===== src/dbgsc_pkg.sv =====
package dbgsc_pkg;
   // ==========================================
   // register field positions
   localparam int BIT_PERMIT    = 7;
   localparam int BIT_ACTIVE    = 6;
   localparam int BIT_BKPT_EN   = 5;
   localparam int BIT_FORCE_TAG = 4;
   localparam int BIT_CLKSEL    = 3;
   localparam int BIT_WAIT_STOP = 2;
   localparam int BIT_WAIT_FAIL = 1;
   localparam int BIT_DATA_FAIL = 0;
   // ==========================================
   // reset values
   localparam logic [7:0]  RST_NORMAL   = 8'h00;
   localparam logic [7:0]  RST_IN_BGND  = 8'hC8;
   localparam logic [15:0] RST_BKPT     = 16'h0000;
   // writable control bits: permit, bkpt enable, force/tag, clock select
   localparam logic [7:0]  WR_MASK      = 8'hB8;

   // ==========================================
   // serial command strobes from the command decoder
   typedef struct packed {
      logic        read_status;
      logic        write_control;
      logic        read_bkpt;
      logic        write_bkpt;
      logic        halt;
      logic [15:0] wdata;
   } dbgsc_cmd_t;

   // ==========================================
   // processor status seen by the controller
   typedef struct packed {
      logic        in_background;
      logic        in_wait_stop;
      logic        mem_cmd_fail_sleep;
      logic        instr_boundary;
      logic        queue_end;
      logic        queue_tag;
      logic [15:0] addr;
   } dbgsc_cpu_t;
endpackage : dbgsc_pkg


===== src/dbgsc_ctrl.sv =====
`timescale 1ns/1ns
// Operation
// - reached only via serial status/control commands
// - reset in background sets permit, active, clksel
// - permit stays set until normal reset
// - no background entry unless permit set
// - active bit read-only, shows background mode
// - breakpoint disabled ignores force/tag, address
// - force mode match breaks at instruction boundary
// - tag mode breaks when tagged opcode executes
// - clock select: 0 alternate, 1 bus clock
// - wait/stop blocks commands except halt and status read
// - wait/stop status bit reflects wait/stop entry
// - failure bit set on wait/stop access conflict
// - data-valid failure bit always reads zero
// - status bits ignore write-control
// - permit ignores writes in background; clksel free
// - sixteen-bit breakpoint match register
module dbgsc_ctrl #(
   parameter int AW = 16
) (
   input  wire logic                  clock_in,
   input  wire logic                  sys_rst_in,
   input  wire logic                  rst_in_bgnd_in,
   input  wire dbgsc_pkg::dbgsc_cmd_t cmd_in,
   input  wire dbgsc_pkg::dbgsc_cpu_t cpu_in,
   output logic [7:0]                 status_out,
   output logic [AW-1:0]              bkpt_rdata_out,
   output logic                       cmd_accept_out,
   output logic                       enter_bgnd_out,
   output logic                       halt_to_bgnd_out,
   output logic                       swi_out,
   output logic                       bus_clk_sel_out
);
   // ==========================================
   // state
   // every control and status bit except data-valid failure lives in a flop of its own
   logic          permit_r;
   logic          active_r;
   logic          bkpt_en_r;
   logic          force_tag_r;        // 1 force at boundary, 0 tag opcode
   logic          clksel_r;           // 0 alternate clock, 1 bus clock
   logic          wait_stop_r;        // status copy of wait/stop
   logic          wait_fail_r;        // sticky access-failure flag
   logic          halt_from_sleep_r;  // background reached by halt from wait/stop
   logic [AW-1:0] bkpt_addr_r;
   logic          addr_hit;
   logic          bkpt_req;
   logic [7:0]    status_nxt;
   logic          cmd_ok;

   // ==========================================
   // commands other than halt and status read are dropped while the cpu sleeps in wait/stop;
   // once it sits in background every command works again, so the current
   // background level is used rather than the registered status copy, which
   // would lag by a cycle and drop a command just after wake-up
   assign cmd_ok = !cpu_in.in_wait_stop || cpu_in.in_background;

   // ==========================================
   // host-written control bits
   // whole byte lands on one edge, so the breakpoint logic never sees a
   // half-written configuration
   always_ff @(posedge clock_in) begin
      if (sys_rst_in) begin
         // reset in background restores the debug session bits
         permit_r  <= rst_in_bgnd_in;
         clksel_r  <= rst_in_bgnd_in;
         bkpt_en_r <= 1'b0;
         force_tag_r <= 1'b0;
      end else if (cmd_in.write_control && cmd_ok) begin
         // permit only ever sets; a zero written later cannot withdraw it, and
         // while in background it is frozen so it can never forbid the mode
         // the cpu already sits in
         if (!active_r && cmd_in.wdata[dbgsc_pkg::BIT_PERMIT]) begin
            permit_r <= 1'b1;
         end
         bkpt_en_r   <= cmd_in.wdata[dbgsc_pkg::BIT_BKPT_EN];
         force_tag_r <= cmd_in.wdata[dbgsc_pkg::BIT_FORCE_TAG];
         clksel_r  <= cmd_in.wdata[dbgsc_pkg::BIT_CLKSEL];
      end
   end

   // ==========================================
   // background-active follows the cpu, never the host
   // one cycle of lag against the cpu level is accepted so that the bit
   // comes from a clean flop
   always_ff @(posedge clock_in) begin
      if (sys_rst_in) begin
         active_r <= rst_in_bgnd_in;
      end else begin
         active_r <= cpu_in.in_background;
      end
   end

   // ==========================================
   // wait/stop status and failure flags
   // the halt latch remembers that background was reached from wait/stop; it
   // must survive the cycles in which the cpu is still waking up, so it is
   // dropped only once the cpu neither sleeps nor sits in background
   always_ff @(posedge clock_in) begin
      if (sys_rst_in) begin
         wait_stop_r       <= 1'b0;
         halt_from_sleep_r <= 1'b0;
      end else begin
         if (cmd_in.halt && cpu_in.in_wait_stop && permit_r) begin
            halt_from_sleep_r <= 1'b1;
         end else if (!cpu_in.in_background && !cpu_in.in_wait_stop) begin
            halt_from_sleep_r <= 1'b0;
         end
         wait_stop_r <= cpu_in.in_wait_stop || halt_from_sleep_r;
      end
   end

   // failure is sticky; no clear exists apart from reset, so a host that has
   // recovered still sees the flag until the next reset
   always_ff @(posedge clock_in) begin
      if (sys_rst_in) begin
         wait_fail_r <= 1'b0;
      end else if (cpu_in.mem_cmd_fail_sleep) begin
         wait_fail_r <= 1'b1;
      end
   end

   // ==========================================
   // breakpoint match register, sixteen bits
   always_ff @(posedge clock_in) begin
      if (sys_rst_in) begin
         bkpt_addr_r <= AW'(dbgsc_pkg::RST_BKPT);
      end else if (cmd_in.write_bkpt && cmd_ok) begin
         bkpt_addr_r <= cmd_in.wdata[AW-1:0];
      end
   end

   // registered compare keeps the wide equality off the boundary path;
   // the price is one cycle between address and hit
   dbgsc_match #(
      .AW (AW)
   ) dbgsc_match_i (
      .clock_in   (clock_in),
      .sys_rst_in (sys_rst_in),
      .addr_in    (cpu_in.addr),
      .match_in   (bkpt_addr_r),
      .enable_in  (bkpt_en_r),
      .hit_out    (addr_hit)
   );

   // ==========================================
   // breakpoint request
   // held force request waits for the instruction boundary; the boundary
   // consumes it, otherwise a match seen once would break again at every
   // later boundary
   logic force_pend_r;
   always_ff @(posedge clock_in) begin
      if (sys_rst_in || !bkpt_en_r || !force_tag_r) begin
         force_pend_r <= 1'b0;
      end else if (cpu_in.instr_boundary) begin
         force_pend_r <= 1'b0;
      end else if (addr_hit) begin
         force_pend_r <= 1'b1;
      end
   end

   // tag mode only fires when the tagged opcode executes; the cpu carries the
   // tag down its queue, so a flushed tag never reaches here
   assign bkpt_req = bkpt_en_r &&
      ((force_tag_r && (force_pend_r || addr_hit) && cpu_in.instr_boundary) ||
       (!force_tag_r && cpu_in.queue_end && cpu_in.queue_tag));

   // ==========================================
   // status byte; data-valid failure tied low
   always_comb begin
      status_nxt                           = dbgsc_pkg::RST_NORMAL;
      status_nxt[dbgsc_pkg::BIT_PERMIT]    = permit_r;
      status_nxt[dbgsc_pkg::BIT_ACTIVE]    = active_r;
      status_nxt[dbgsc_pkg::BIT_BKPT_EN]   = bkpt_en_r;
      status_nxt[dbgsc_pkg::BIT_FORCE_TAG] = force_tag_r;
      status_nxt[dbgsc_pkg::BIT_CLKSEL]    = clksel_r;
      status_nxt[dbgsc_pkg::BIT_WAIT_STOP] = wait_stop_r;
      status_nxt[dbgsc_pkg::BIT_WAIT_FAIL] = wait_fail_r;
      // no slow memory exists, so no access can fail for lack of valid data
      status_nxt[dbgsc_pkg::BIT_DATA_FAIL] = 1'b0;
   end

   // ==========================================
   // registered outputs
   // status is a snapshot taken by the read command; the host sees nothing
   // newer until it reads again, which keeps the byte steady while it is
   // shifted out
   always_ff @(posedge clock_in) begin
      if (sys_rst_in) begin
         status_out       <= dbgsc_pkg::RST_NORMAL;
         bkpt_rdata_out   <= '0;
         cmd_accept_out   <= 1'b0;
         enter_bgnd_out   <= 1'b0;
         halt_to_bgnd_out <= 1'b0;
         swi_out          <= 1'b0;
         bus_clk_sel_out  <= 1'b0;
      end else begin
         if (cmd_in.read_status) begin
            status_out <= status_nxt;
         end
         if (cmd_in.read_bkpt && cmd_ok) begin
            bkpt_rdata_out <= bkpt_addr_r;
         end
         // halt is never blocked, being the only way out of wait/stop, and the
         // status read must work there too or the wait/stop bit is useless
         cmd_accept_out   <= cmd_in.halt || cmd_in.read_status ||
                             ((cmd_in.write_control || cmd_in.read_bkpt ||
                               cmd_in.write_bkpt) && cmd_ok);
         // background entry refused unless permitted; a refused breakpoint raises swi instead, a refused halt nothing
         enter_bgnd_out   <= bkpt_req && permit_r;
         swi_out          <= bkpt_req && !permit_r;
         halt_to_bgnd_out <= cmd_in.halt && permit_r;
         bus_clk_sel_out  <= clksel_r;
      end
   end
endmodule : dbgsc_ctrl


===== src/dbgsc_match.sv =====
`timescale 1ns/1ns
// address comparator with one registered stage
module dbgsc_match #(
   parameter int AW = 16
) (
   input  wire logic          clock_in,
   input  wire logic          sys_rst_in,
   input  wire logic [AW-1:0] addr_in,
   input  wire logic [AW-1:0] match_in,
   input  wire logic          enable_in,
   output logic               hit_out
);
   // ==========================================
   // compare
   always_ff @(posedge clock_in) begin
      if (sys_rst_in) begin
         hit_out <= 1'b0;
      end else begin
         hit_out <= enable_in && (addr_in == match_in);
      end
   end
endmodule : dbgsc_match


===== config.mk =====
export PLATFORM = sky130hd
export DESIGN_NAME = dbgsc_ctrl
export DESIGN_NICKNAME = d
export VERILOG_FILES = /design/src/dbgsc_pkg.sv /design/src/dbgsc_ctrl.sv /design/src/dbgsc_match.sv
export SDC_FILE = /design/constraint.sdc
export NUM_CORES = 1
export LEC_CHECK = 0
export BUFFER_PORTS_ARGS = -buffer_cell sky130_fd_sc_hd__clkbuf_2
export CAP_MARGIN = 10
export CORE_MARGIN = 10
export CORE_UTILIZATION = 50
export DETAILED_ROUTE_END_ITERATION = 8
export PLACE_DENSITY = 0.78
export SYNTH_ARGS = -nofsm -noshare
export SYNTH_HDL_FRONTEND = slang
export SYNTH_HIERARCHICAL = 1
export SYNTH_SLANG_ARGS = --single-unit

===== constraint.sdc =====
create_clock -name clock_in -period 1.3 [get_ports clock_in]
set_input_delay 0.13 -clock clock_in [delete_from_list [all_inputs] [get_ports clock_in]]
set_output_delay 0.13 -clock clock_in [all_outputs]
set_load 0.03 [all_outputs]

After elaboration in Yosys (flattened, before gate mapping)

Cells that the tools add are included.

Multiplexer cells: 8
Reduce and logical (&&, ||, !) cells: 38
Equal/unequal tests: 1

Operators by type and width:

| cell                | count |
|---|---|
| $logic_and A1 B1 Y1 | 17 |
| $eq A16 B16 Y1      | 1 |
| $logic_or A1 B1 Y1  | 10 |
| $mux W1             | 8 |
| $logic_not A1 Y1    | 6 |
| $reduce_bool A2 Y1  | 3 |
| $reduce_and A2 Y1   | 1 |
| $reduce_or A2 Y1    | 1 |

Input port bits: 46
Bits in registers: 54
Output and inout port bits: 29

Longest topological paths before layout

Word-level depth: 6
Gate-level depth with buffers: 6
Depth with buffers taken out: 4

Cells and area by module

The synthesis kept the hierarchy.

Modules (own cells, without submodules):

| module      | cells an instance | sequential area each (µm²) | area an instance (µm²) | times used |
|---|---|---|---|---|
| dbgsc_ctrl  | 201               | 1081.0                     | 2117.0                 | 1 |
| dbgsc_match | 23                | 20.0                       | 205.2                  | 1 |

Worst setup path before layout

No wires, ideal clock.

Path kind: flip-flop to flip-flop
From: register bkpt_addr_r[1]
To: register dbgsc_match_i.hit_out
Slack: 269 ps
Data required time: 1212 ps
Buffers on the path: 0
Arrival: 943 ps
Cell stages (with the launch flop): 5
Cell sequence: dfxtp_1 -> xor2_1 -> nor4_1 -> nand4_1 -> nor4_2

Cells in the longest elaborated chain, start to end: 2

Ends and longest elaborated chain:

| element                  | RTL line          | text |
|---|---|---|
| start: declaration       | dbgsc_ctrl.sv:46  | `logic [AW-1:0] bkpt_addr_r;` |
| start signal: assignment | dbgsc_ctrl.sv:128 | `bkpt_addr_r <= AW'(dbgsc_pkg::RST_BKPT);` |
| start signal: assignment | dbgsc_ctrl.sv:130 | `bkpt_addr_r <= cmd_in.wdata[AW-1:0];` |
| $eq A16 B16 Y1           | dbgsc_match.sv:19 | `hit_out <= enable_in && (addr_in == match_in);` |
| $logic_and A1 B1 Y1      | dbgsc_match.sv:19 |  |
| end signal: assignment   | dbgsc_match.sv:19 |  |
| end: declaration         | dbgsc_match.sv:11 | `output logic hit_out` |

No other way between the ends.
A chain may end at the register's enable or synchronous reset.

Worst setup path in the final report

Ends and elaborated chain as after synthesis.

==> results.cfg <==
[cts]
cts_made_buffers = 5
cts_resized = 0
htree_levels = 2
postCtsHoldBufs = 0
clkSinkCount = 54
root_buffer = clkbuf_8
cts_tree = yes
post_cts_buffers = 0
clkSlewWorstSetupHoldPaths_ns = 0.10
clock_latency_ns = 0.31
clock_path_buffers = 2

[job]
drv_cap = 0

[setup_path]
slowest_stage = nor4_1
cp_cell_sequence = xor2_1 > nor4_1 > nand4_1 > nor4_2
cp_max_fo = 2
critPathRequiredTime_ns = 1.53
start_kind = flop
critPathKind = flop to flop
crit_path_end_kind = flop
slowest_delay_ns = 0.35
cp.arrival_ns = 1.44

[sta]
hold_violations = 0
finalSetupViolCount = 0
clock.fmax_mhz = 830.0
rsz0062_at_grt = no
post-route-period-util_pct = 92.68
timing.setup.tns_ns = 0
fin_worst_skew_ns = 0.01566
min_period_ns = 1.205
whs_ns = 0.01710
slew_viol_final = 0

[floorplanning]
die_h_um = 88.15
fp.dieW_um = 88.15
rows = 24
io_pins = 75
coreArea_um2 = 4414
dieArea_um2 = 7770
start_util_pct = 52.61

[grt]
grt_busiest_layer = met2
grt_max_degree = 30
grtUsageMet1_pct = 15.85
grt_pass1_vias = 1765
antenna_found_initial = 0
globalRouteOverflowTotal = 0
use_met3_pct = 4.921
grt.total_usage_pct = 13.15
use_met2_pct = 21.56
grt_pass1_wl_um = 8183

[yosys]
avgSynthCellArea_um2 = 10.37
ys_seq_area_share_pct = 47.41
synthDistinctLibCells = 32
synth_edf_count = 2
ys_warn_count = 6
async_flop_share_pct = 0
synth-seq-cells = 54
ys.flop_type = dfxtp_1
netlist_instances = 224
syn_area_um2 = 2322
syn_nets = 270

[detailed_routing]
wl_um = 5272
post_drt_wl_per_cell_um = 15.15
num_vias = 1767
ant_nets = 0
dr.pass1.iters = 4
drc = 0
drt_iter0_markers = 60
via_per_inst = 5.078

[power]
comb_power_share_pct = 15.1
switchingPower_mw = 0.8677
power.share.switching_pct = 27.05
p_seq_share_pct = 55.9
power_density_nw_per_um2 = 1142
peakVddDrop_uv = 781.3
clock_power_share_pct = 29.1
p_leak_nw = 1.315
p_int_mw = 2.340

[cells_and_area]
drive_gt1_share_pct = 34.12
multi_input_area_um2 = 1119
nets = 341
n_fill_cell = 401
mostFrequentLayoutCell = clkbuf_2
regArea_um2 = 1101
final_cell_mix = clkbuf_2 (73), dfxtp_1 (52), nand2b_1 (40)
syn_to_final_growth_pct = 20.96
diodes = 0

[placement]
portBuffers = 73
gp_congestion = 0.7946
hpwlAfterDp_um = 4000

[worst_hold_path]
hold_class = primary input to flop

[status]
status = finished clean
metal layers:
| metal | vias up | wire [um] |
|---|---|---|
| met2 | 50 | 2546 |
| met4 | 0 | 28 |
| met1 | 814 | 2234 |
| met5 | - | 0 |
| li1 | 899 | - |
| met3 | 4 | 463 |
metrics by stage:
| stage | setup slack, ns | util (%) | area (um^2) | total power [mW] | instances |
|---|---|---|---|---|---|
| 3_3_place_gp | 0.1275 | 61.54 | 2716 | 2.305 | 340 |
| 5_1_grt | 0.005343 | 63.63 | 2809 | 3.330 | 348 |
| 6_report | 0.09522 | 63.63 | 2809 | 3.207 | 348 |
| 4_1_cts | 0.04450 | 63.49 | 2803 | 3.221 | 348 |
| 2_1_floorplan | 0.2694 | - | 2322 | 2.150 | 224 |
| 3_5_place_dp | 0.06860 | 61.54 | 2716 | 2.313 | 340 |
sequential cells by signal, indices dropped and copies added, names as in the netlist:
signal,cells
clksel_r,1
force_tag_r,1
halt_from_sleep_r,1
status_out,7
active_r,1
swi_out,1
bus_clk_sel_out,1
wait_stop_r,1
bkpt_en_r,1
bkpt_rdata_out,16
enter_bgnd_out,1
permit_r,1
force_pend_r,1
dbgsc_match_i/hit_out,1
halt_to_bgnd_out,1
wait_fail_r,1
cmd_accept_out,1
bkpt_addr_r,16
worst paths after layout:
| path | from | endpoint | slack (ns) | cells after the start |
|---|---|---|---|---|
| worst max-delay path | bkpt_addr_r[1]$_SDFFE_PP0P_ | dbgsc_match_i/hit_out$_SDFF_PP0_ | 0.1 | 4 |
| worst min-delay path | cpu_in[18] | force_pend_r$_SDFFE_PP0P_ | 0.02 | 2 |
| worst max register to register | bkpt_addr_r[1]$_SDFFE_PP0P_ | dbgsc_match_i/hit_out$_SDFF_PP0_ | 0.1 | 4 |
| worst min register to register | wait_fail_r$_SDFFE_PP0P_ | wait_fail_r$_SDFFE_PP0P_ | 0.48 | 2 |
area by class of cell:
| cell class | instances | share of cell area [%] |
|---|---|---|
| Clock buffer | 6 | 2.584 |
| Clock inverter | 2 | 0.4900 |
| Inverter | 2 | 0.2673 |
| Multi-Input combinational cell | 152 | 39.82 |
| Sequential cell | 54 | 39.20 |
| Tap cell | 52 | 2.316 |
| Timing Repair Buffer | 80 | 15.32 |
synthesized netlist by cell type (all sizes together) (3+ instances only):
cell type / number / area, um^2
dfxtp: 52 / 1041
nand2b: 40 / 250.2
mux2i: 28 / 280.3
o21ai: 16 / 117.6
xor2: 16 / 140.1
nor2: 14 / 52.55
nand4b: 13 / 113.9
clkbuf: 9 / 33.78
buf: 7 / 67.56
nand2: 5 / 21.27
nor4: 4 / 31.28
a21oi: 3 / 15.01
and2: 3 / 21.28
power by group through the flow:
stage	Clock [mW]	Combinational (mW)	Sequential [mW]
after global placement	0	0.477	1.83
after floorplan	0	0.260	1.89
after global routing	0.999	0.529	1.80
after detailed placement	0	0.483	1.83
after CTS	0.943	0.485	1.79
final	0.933	0.483	1.79
critical path, delay by kind of cell (launching register included):
kind / cells / cell delay [ns]
XOR/XNOR: 1 / 0.15
flip-flops: 1 / 0.33
AND/OR/NAND/NOR: 3 / 0.64
kinds of logic (layout without fill, tap and decap cells):
family | Yosys count | in the layout | share of synthesized area (%)
compound gates | 22 | 22 | 6.789
xor+xnor | 16 | 16 | 6.034
other cells | 1 | 1 | 0.1615
buf+inv | 18 | 90 | 4.687
mux | 28 | 28 | 12.07
simple gates | 85 | 85 | 22.85
flops | 54 | 54 | 47.41
(Power assumes the default switching activity.)
